==> config.mk <==
export PLATFORM = sky130hd
export DESIGN_NAME = motor_starter_input_actions
export DESIGN_NICKNAME = d
export VERILOG_FILES = /design/src/verilog/motor_input_pkg.sv /design/src/verilog/motor_starter_input_actions.sv
export VERILOG_INCLUDE_DIRS = /design/src /design/src/verilog
export SDC_FILE = /design/constraint.sdc
export NUM_CORES = 1
export LEC_CHECK = 0
export BUFFER_PORTS_ARGS = -buffer_cell sky130_fd_sc_hd__buf_4
export CORE_MARGIN = 3
export CORE_UTILIZATION = 55
export DETAILED_ROUTE_END_ITERATION = 6
export PLACE_DENSITY = 0.8
export RECOVER_POWER = 100
export REMOVE_ABC_BUFFERS = 1
export SLEW_MARGIN = 10
export SYNTH_ARGS = -nofsm -noshare
export SYNTH_HDL_FRONTEND = slang
export SYNTH_SLANG_ARGS = --single-unit
==> constraint.sdc <==
create_clock -name clk -period 5 [get_ports clk]
set_input_delay 1 -clock clk [delete_from_list [all_inputs] [get_ports clk]]
set_output_delay 1 -clock clk [all_outputs]
set_load 0.03 [all_outputs]
==> src/verilog/motor_input_defines.svh <==
// Purpose: constants for the motor starter input-action block
// Assumes: inputs already debounced and synchronous to clk
// Notes:   the action codes are the encoding of the per-input action field
//
// Behaviour
// - emergency start overrides internal trip on ON
// - emergency start also lets brake switch on
// - self-protection trips always stay effective
// - estart and direction actions need NO logic
// - direction actions only in manual local mode
// - direction switching applies braking parameters
// - direction action switches motor and brake together
// - retentive direction latch cleared by stop/fault
// - quick stop switches motor, brake off, no fault
// - quick stop beats both direction commands
// - retentive quick stop latches; reset releases it
// - quick stop cleared by commands gone or disable
// - disable bit masks new quick-stop edges
// - after disable clears stop, motor restarts in the commanded direction
// - non-retentive stop holds off, restart on release
// - trip reset gives one pulse per activation
// - trip reset only with NO input logic
// - cold run trips if main current flows
// - non-retentive action follows input level; trip reset acts on the edge
// - actions of all inputs are OR-combined
// - retentive direction and quick stop actions stay latched until cleared
`ifndef MOTOR_INPUT_DEFINES_SVH
`define MOTOR_INPUT_DEFINES_SVH

`define MIA_N_INPUTS      4
`define MIA_ACT_W         4
`define MIA_ACT_NONE      4'h0
`define MIA_ACT_ESTART    4'h7
`define MIA_ACT_CW        4'h8
`define MIA_ACT_CCW       4'h9
`define MIA_ACT_QSTOP     4'ha
`define MIA_ACT_TRIPRST   4'hb
`define MIA_ACT_COLDRUN   4'hc
`define MIA_RST_BIT       1'h0

`endif

==> src/verilog/motor_input_pkg.sv <==
// Purpose: types shared by the input-action block
// Assumes: constants come from motor_input_defines.svh
// Notes:   one config word per digital input
`include "motor_input_defines.svh"

package motor_input_pkg;

    typedef struct packed {
        logic [`MIA_ACT_W-1:0] action;     // action code
        logic                  level_nc;   // 1 = normally closed
        logic                  retentive;  // 1 = edge latched
    } input_cfg_t;

    typedef struct packed {
        logic motor_cw;   // motor clockwise enable
        logic motor_ccw;  // motor counter-clockwise enable
        logic brake;      // brake output enable
    } drive_t;

endpackage : motor_input_pkg

==> src/verilog/motor_starter_input_actions.sv <==
// Purpose: maps debounced digital inputs to motor starter actions
// Assumes: inputs debounced and synchronous to clk
// Notes:   all outputs registered; quick stop has top priority
`timescale 1ns/1ps
`include "motor_input_defines.svh"

module motor_starter_input_actions #(
    parameter int N = `MIA_N_INPUTS
) (
    input  wire logic                          clk,          // 250 MHz
    input  wire logic                          arst_n,       // async reset
    input  wire logic [N-1:0]                  din,          // raw inputs
    input  motor_input_pkg::input_cfg_t        cfg [N],      // per input
    input  wire logic                          manual_local, // local mode
    input  wire logic                          bus_cw,       // fieldbus CW
    input  wire logic                          bus_ccw,      // fieldbus CCW
    input  wire logic                          bus_brake,    // brake ON cmd
    input  wire logic                          int_trip,     // internal trip
    input  wire logic                          self_prot,    // self-protect
    input  wire logic                          group_fault,  // group fault
    input  wire logic                          trip_reset,   // reset cmd
    input  wire logic                          qs_disable,   // from image
    input  wire logic                          main_current, // current seen
    output motor_input_pkg::drive_t            drive,        // enables
    output logic                               qs_active,    // stop held
    output logic                               trip_rst_pls, // reset event
    output logic                               cold_trip,    // cold run trip
    output logic                               cold_run,     // no-power run
    output logic                               brake_apply,  // braking event
    output logic [N-1:0]                       cfg_reject    // bad level cfg
);

    // ------------------------------------------------------------------
    // input decode
    // ------------------------------------------------------------------
    logic [N-1:0] act_lvl;
    logic [N-1:0] act_ok;
    logic [N-1:0] prev_reg;
    logic [N-1:0] prev_next;
    logic [N-1:0] rise;

    always_comb
    begin
        for (int i = 0; i < N; i++)
        begin
            act_lvl[i] = din[i] ^ cfg[i].level_nc;
            // only quick stop may run with normally closed logic
            act_ok[i]  = !(cfg[i].level_nc &&
                           (cfg[i].action == `MIA_ACT_ESTART  ||
                            cfg[i].action == `MIA_ACT_CW      ||
                            cfg[i].action == `MIA_ACT_CCW     ||
                            cfg[i].action == `MIA_ACT_TRIPRST ||
                            cfg[i].action == `MIA_ACT_COLDRUN));
        end
        prev_next = act_lvl;
        rise      = act_lvl & ~prev_reg & act_ok;
    end

    // ------------------------------------------------------------------
    // per-action combination
    // ------------------------------------------------------------------
    logic [N-1:0] cw_lat_reg, cw_lat_next;
    logic [N-1:0] ccw_lat_reg, ccw_lat_next;
    logic         qs_lat_reg, qs_lat_next;
    logic         estart, in_cw, in_ccw, qs_lvl, qs_edge, tr_edge, cold_act;
    logic         cmd_cw, cmd_ccw, trip_any, qs_now;
    logic         cold_trip_next, cold_run_next, qs_next;
    logic         trip_rst_next, brake_apply_next;
    logic [N-1:0] cfg_reject_next;
    motor_input_pkg::drive_t drive_next;

    always_comb
    begin
        estart   = 1'b0;
        in_cw    = 1'b0;
        in_ccw   = 1'b0;
        qs_lvl   = 1'b0;
        qs_edge  = 1'b0;
        tr_edge  = 1'b0;
        cold_act = 1'b0;
        for (int i = 0; i < N; i++)
        begin
            unique case (cfg[i].action)
                `MIA_ACT_ESTART:  estart   |= act_lvl[i] & act_ok[i];
                `MIA_ACT_CW:      in_cw    |= cfg[i].retentive ?
                                              cw_lat_reg[i] :
                                              act_lvl[i] & act_ok[i];
                `MIA_ACT_CCW:     in_ccw   |= cfg[i].retentive ?
                                              ccw_lat_reg[i] :
                                              act_lvl[i] & act_ok[i];
                `MIA_ACT_QSTOP:
                begin
                    if (cfg[i].retentive)
                        qs_edge |= rise[i];
                    else
                        qs_lvl  |= act_lvl[i];
                end
                `MIA_ACT_TRIPRST: tr_edge  |= rise[i];
                `MIA_ACT_COLDRUN: cold_act |= act_lvl[i] & act_ok[i];
                default:          ;
            endcase
        end
        // direction actions are ignored outside manual local mode
        in_cw  = in_cw & manual_local;
        in_ccw = in_ccw & manual_local;
        cmd_cw  = manual_local ? in_cw  : bus_cw;
        cmd_ccw = manual_local ? in_ccw : bus_ccw;
    end

    // ------------------------------------------------------------------
    // retentive latches
    // ------------------------------------------------------------------
    always_comb
    begin
        for (int i = 0; i < N; i++)
        begin
            cw_lat_next[i]  = cw_lat_reg[i];
            ccw_lat_next[i] = ccw_lat_reg[i];
            if (qs_active || group_fault)
            begin
                cw_lat_next[i]  = 1'b0;
                ccw_lat_next[i] = 1'b0;
            end
            else if (cfg[i].retentive && rise[i])
            begin
                // latch held regardless of later level
                if (cfg[i].action == `MIA_ACT_CW)
                    cw_lat_next[i] = 1'b1;
                if (cfg[i].action == `MIA_ACT_CCW)
                    ccw_lat_next[i] = 1'b1;
            end
        end
        qs_lat_next = qs_lat_reg;
        if (qs_disable || trip_reset || !(cmd_cw || cmd_ccw))
            qs_lat_next = 1'b0;
        if (qs_edge && !qs_disable)
            qs_lat_next = 1'b1;
        // non-retentive stop is also lifted by the disable bit
        qs_now  = qs_lat_next | (qs_lvl & ~qs_disable);
        qs_next = qs_now;
    end

    // ------------------------------------------------------------------
    // drive enables
    // ------------------------------------------------------------------
    always_comb
    begin
        // emergency start masks internal trip, never self-protection
        trip_any = (int_trip & ~estart) | self_prot | cold_trip;
        cold_run_next  = cold_act;
        cold_trip_next = (cold_trip & ~trip_reset) |
                         (cold_act & main_current);
        drive_next.motor_cw  = cmd_cw & ~cmd_ccw & ~qs_now &
                               ~trip_any;
        drive_next.motor_ccw = cmd_ccw & ~cmd_cw & ~qs_now &
                               ~trip_any;
        // local direction actions switch the brake with the motor
        drive_next.brake = (bus_brake | in_cw | in_ccw) & ~qs_now &
                           ~trip_any;
        trip_rst_next    = tr_edge;
        brake_apply_next = manual_local &&
                           ((drive_next.motor_cw  != drive.motor_cw) ||
                            (drive_next.motor_ccw != drive.motor_ccw));
        for (int i = 0; i < N; i++)
            cfg_reject_next[i] = ~act_ok[i];
    end

    // ------------------------------------------------------------------
    // registers
    // ------------------------------------------------------------------
    always_ff @(posedge clk or negedge arst_n)
    begin
        if (!arst_n)
        begin
            prev_reg     <= '0;
            cw_lat_reg   <= '0;
            ccw_lat_reg  <= '0;
            qs_lat_reg   <= `MIA_RST_BIT;
            qs_active    <= `MIA_RST_BIT;
            drive        <= '0;
            trip_rst_pls <= `MIA_RST_BIT;
            cold_trip    <= `MIA_RST_BIT;
            cold_run     <= `MIA_RST_BIT;
            brake_apply  <= `MIA_RST_BIT;
            cfg_reject   <= '0;
        end
        else
        begin
            prev_reg     <= prev_next;
            cw_lat_reg   <= cw_lat_next;
            ccw_lat_reg  <= ccw_lat_next;
            qs_lat_reg   <= qs_lat_next;
            qs_active    <= qs_next;
            drive        <= drive_next;
            trip_rst_pls <= trip_rst_next;
            cold_trip    <= cold_trip_next;
            cold_run     <= cold_run_next;
            brake_apply  <= brake_apply_next;
            cfg_reject   <= cfg_reject_next;
        end
    end
endmodule : motor_starter_input_actions
* Word level (Yosys, flattened, before mapping)
Index checks and enable logic that the tools add are counted.
** Word-level totals
- Bits in registers :: 25
- Logic and storage cells :: 233
- Output and inout bits :: 12
- Input port bits :: 40
** Cells by class
- Reductions and logical operators :: 57
- Multiplexer cells :: 72
- Bitwise logic cells :: 59
- Equality and inequality tests :: 26
** Operators by type and width (number)
- $eq 4x4->1 const B :: 20
- $mux 1 :: 72
- $or 1x1->1 :: 27
- $reduce_bool 2->1 :: 12
- $logic_or 1x1->1 :: 21
- $and 1x1->1 :: 18
- $eq 4x3->1 const B :: 4
- $reduce_and 2->1 :: 8
- $logic_and 1x1->1 :: 10
- $and 4x4->4 :: 2
- $not 1->1 :: 7
- $logic_not 1->1 :: 6
- $not 4->4 :: 1
- $xor 1x1->1 :: 4
- $ne 1x1->1 :: 2

* Longest topological paths before layout
- Depth in word-level cells :: 30
- Depth in mapped cells :: 8
- Depth with buffers taken out :: 8

* Least setup slack after synthesis
No wires, ideal clock.
- Kind :: input to register
- Start point :: input port cfg[21] in the netlist's numbering
- End point :: register brake_apply
- Buffers on the path :: 0
- Data required time :: 4.877 ns
- Stages :: 8
- Arrival time :: 2.640 ns
- Library setup time :: 0.123 ns
- Slack :: 2.237 ns
- Cells stage by stage :: or3b_4 > a41oi_2 > o21ai_1 > a211oi_2 > a21o_2 > and4b_1 > o21ai_1 > o221a_1
** On the way
- Word-level cells in the longest chain between the ends :: 30
- Elaborated cells on any way between the ends :: 88
- Classes of those cells :: 8 x eq/ne; 33 x mux; 35 x bitwise; 12 x reduce/logical
** RTL lines
- start, declared :: line motor_starter_input_actions.sv:13 : input motor_input_pkg::input_cfg_t cfg [N],
- $eq 4x3->1 / $eq 4x4->1 (equally long branches) :: line motor_starter_input_actions.sv:83 : unique case (cfg[i].action)
- $logic_or 1x1->1 (no line) (4 in series)
- $logic_and 1x1->1 :: line motor_starter_input_actions.sv:48 : act_ok[i] = !(cfg[i].level_nc &&
- $logic_not 1->1 :: line motor_starter_input_actions.sv:48
- $and 1x1->1 :: line motor_starter_input_actions.sv:84, motor_starter_input_actions.sv:87, motor_starter_input_actions.sv:90
- $mux 1, on equally long branches :: line motor_starter_input_actions.sv:85, motor_starter_input_actions.sv:88
- $mux 1 :: line motor_starter_input_actions.sv:83
- $or 1x1->1, on equally long branches :: line motor_starter_input_actions.sv:85, motor_starter_input_actions.sv:88
- [... 11 more ...]
- $mux 1 :: line motor_starter_input_actions.sv:136 : if (qs_edge && !qs_disable)
- $or 1x1->1 :: line motor_starter_input_actions.sv:139 : qs_now = qs_lat_next | (qs_lvl & ~qs_disable);
- $not 1->1 :: line motor_starter_input_actions.sv:153, motor_starter_input_actions.sv:155
- $and 1x1->1, on equally long branches (2 in series) :: line motor_starter_input_actions.sv:153, motor_starter_input_actions.sv:155
- $ne 1x1->1, on equally long branches :: line motor_starter_input_actions.sv:162, motor_starter_input_actions.sv:163
- $logic_or 1x1->1 * :: line motor_starter_input_actions.sv:162 : ((drive_next.motor_cw != drive.motor_cw) ||
- $logic_and 1x1->1 * :: line motor_starter_input_actions.sv:161 : brake_apply_next = manual_local &&
- via brake_apply_next :: line motor_starter_input_actions.sv:68 : logic trip_rst_next, brake_apply_next;
- end signal, assigned :: line motor_starter_input_actions.sv:184 : brake_apply <= `MIA_RST_BIT;
- end signal, assigned :: line motor_starter_input_actions.sv:198 : brake_apply <= brake_apply_next;
- end, declared :: line motor_starter_input_actions.sv:29 : output logic brake_apply,
Mark *: on every way through the listed nets, which the timed path passes. The rest lies on a longest branch.
A chain may end at the register's enable or synchronous reset.

==> results.md <==
* Sequential-to-total area share from yosys stat at 36.1%
* Site row count at 19
* Synthesized area per cell at 9.03 sq um
* Largest family of logic cells by synthesized area: simple AND/OR/NAND/NOR gates
* CP endpoint kind: flop
* Area growth syn-to-layout at 19.5%
* PD cells at 202 nW/um^2
* Initial antenna violation count at 0
* Cts hold-fix bufs at 0
* Wire per inst at 16.2 microns
* Gr usage total at 25.2%
* Vias at 1708
* Residual DRC count at 0
* Initial DRC count at 183
* CTS tree: built
* Post-Route WL at 4660 microns
* Placer Congestion at 0.895
* Worst Path Arrival at 3330 ps
* Slew Limit Fails at 0
* Die H at 62.2 microns
* CTS sink count at 25
* Post-synthesis cell area at 1730 sq um
* Lkg Pwr at 0.891 nW
* GRT met2 Usage at 43.3%
* Routed vias/inst at 5.95
* Sequential fraction of design power at 51.2%
* Resize count post-CTS at 0
* Reg clk slew, reported paths at 150 ps
* Final Setup Violations at 0
* Yosys Warn Count at 0
* Req. time, crit path at 5250 ps
* Switching fraction of total power at 32.3%
* Mux cell area share after synthesis at 0.649%
* RSZ-0062 raised after global routing: false
* Worst Tran Pin Value at 1340 ps
* Share of post-route cells with drive strength above 1 at 19.2%
* Final Hold Vio Count at 0
* Peak supply drop at 0.133 mV
* Hold WS at 515 ps
* DIE AREA at 3860 sq um
* Setup bufs post-CTS at 0
* XOR/XNOR share of the synthesized area at 2.02%
* Fillers at 247
* HP Class: flop to flop
* Drt first pass iters at 4
* Cell taking the most area after synthesis: dfrtp_1
* Worst setup path class: primary input to flop
* Root buffer cell: clkbuf_4
* Vias in the first global route at 1712
* Clock Latency Late Sink at 340 ps
* Met3 Track Usage GR at 3.96%
* Total net switching power at 0.135 mW
* Fin Clk Skew at 14.6 ps
* I/O Pins at 52
* Ys async rst share at 100%
* Netlist cell types at 54
* Core Area at 2880 sq um
* Internal power at 0.284 mW
* CTS buffer count at 3
* Combinational share of power at 25.7%
* Gr ovfl total at 0
* Synth Area in Compound Gates at 22.7%
* Slew HR at 10.7%
* Met1 usage at 31.5%
* Initial core utilization at 60.3%
* Crit start category: primary input
* Die Wd at 62.2 microns
* ANT cells at 0
* Synth top area share at 36.1%
* H-tree levels at 1
* Status: finished, final reports clean
* Adder-cell area share of the yosys netlist at 0%
* Setup TNS at 0 ps
* Max cap viols at 0
* Yosys reg bits at 25
* Crit share post-route at 61.6%
* Origin of the critical flop-to-flop path: cw_lat_reg[1]
* Simple-gate portion of the synthesized area at 36.4%
* Clock Path Buffers at 2
* Clock share of power at 23.1%
* Synth area leaders: dfrtp_1 (36%), nand2_1 (5.0%), nor2_1 (4.1%)
* Post-synth EDFFs at 0
* Fin crit period at 3080 ps
* Largest net degree at the start of global routing at 26
* CP max FO at 7
* Fmax at 325 MHz
* Top FF cell, synth: dfrtp_1
* I/O Buffers at 51
* Hold Crit Start: cw_lat_reg[1]
* Routed Antenna Nets at 0
* Busiest layer in global routing: met2
* Final HPWL DP at 3730 microns
* Nets at 286
* Crit path launch: cfg[21]
* Mapped Cells at 192
* First-pass GRT wire length at 7890 microns
[through the flow]
| step | power [mW] | instances | utilization [%] | instance area, sq um | setup WS [ps] |
|---|---|---|---|---|---|
| 2_1_floorplan | 0.275 | 190 | - | 1730 | 2240 |
| 3_3_place_gp | 0.331 | 283 | 75.1 | 2160 | 1940 |
| 3_5_place_dp | 0.336 | 283 | 75.1 | 2160 | 1900 |
| 4_1_cts | 0.431 | 287 | 76.2 | 2190 | 2260 |
| 5_1_grt | 0.446 | 287 | 72.0 | 2070 | 1730 |
| 6_report | 0.419 | 287 | 72.0 | 2070 | 1920 |
[critical path, cell delays in order]
cell and delay [ps]:
clkbuf_1 150, or3b_1 450, a41oi_1 330, o21ai_0 120
a211oi_1 430, a211oi_1 160, and2b_4 280, a31oi_1 130
nor4b_1 280
[final timing paths]
kind,slack (ps),depth (start not counted),to
worst max-delay path,1920,9,drive[2]
worst min-delay path,510,2,cw_lat_reg[1]
worst max register to register,2820,8,drive[2]
worst min register to register,510,2,cw_lat_reg[1]
max in group asynchronous,3280,1,cw_lat_reg[0]
min in group asynchronous,930,1,ccw_lat_reg[0]
[synthesized netlist by cell type, types with 2 or more instances]
cell type,instances
or2_2,2
nand4_1,2
and4b_1,2
nand2b_1,2
inv_1,8
nor3_1,2
and2_1,3
and3b_1,2
a21oi_1,11
nand2_1,23
nand3b_1,7
nand4b_1,2
nor2b_1,8
nor4b_2,3
nor4b_1,4
o21ai_0,6
a211oi_1,2
nor4bb_1,2
xor2_1,3
a211oi_2,3
a31oi_1,6
nor3b_1,5
o211ai_1,3
nand3_1,5
dfrtp_1,25
o211a_1,2
o21ai_1,4
nor2_1,19
[power groups by stage]
stage / sequential [mW] / clock, mW / combinational [mW]
after floorplan: 0.229 / 0 / 0.0465
after global placement: 0.218 / 0 / 0.113
after detailed placement: 0.219 / 0 / 0.117
after CTS: 0.215 / 0.0987 / 0.118
after global routing: 0.216 / 0.111 / 0.119
final: 0.215 / 0.0967 / 0.108
[layer usage]
metal / share of wire [%] / wire length, microns / vias to the layer above
li1: - / - / 822
met1: 41 / 1910 / 808
met2: 49 / 2300 / 67
met3: 7.5 / 350 / 11
met4: 2.2 / 104 / 0
met5: 0 / 0 / -
[placed cells by master (no fill, tap or decap), drive strengths merged, types with 3 or more instances in the layout]
cell,Yosys,layout
nand2,23,23
clkbuf,1,22
a31oi,7,7
nor3b,5,5
nor2,19,19
inv,8,8
o211ai,3,3
a211oi,5,5
buf,1,32
o21ai,10,10
nor4b,7,7
a21oi,12,12
or2,3,3
dfrtp,25,25
and2,3,3
xor2,3,3
nand3,5,5
nor2b,8,8
nand3b,7,7
[logic make-up (layout without fill, tap and decap cells)]
kind of cell              count (synthesis)  count (layout)
and+or+nand+nor                         101             101
DFF                                      25              25
buffers and inverters                    10              63
muxes                                     1               1
AOI/OAI and AO/OA                        51              51
xor gates and xnor gates                  4               4
[final cells by class]
type / count / area, sq um / area share [%]
clock buffer: 3 / 22.5 / 1.09
multi-input combinational: 157 / 1020 / 49.3
sequential: 25 / 626 / 30.2
tap: 42 / 52.6 / 2.54
inverter: 8 / 30.0 / 1.45
clock inverter: 1 / 7.51 / 0.362
timing repair buffer: 51 / 312 / 15.0
Power figures use the tool's default switching activity.
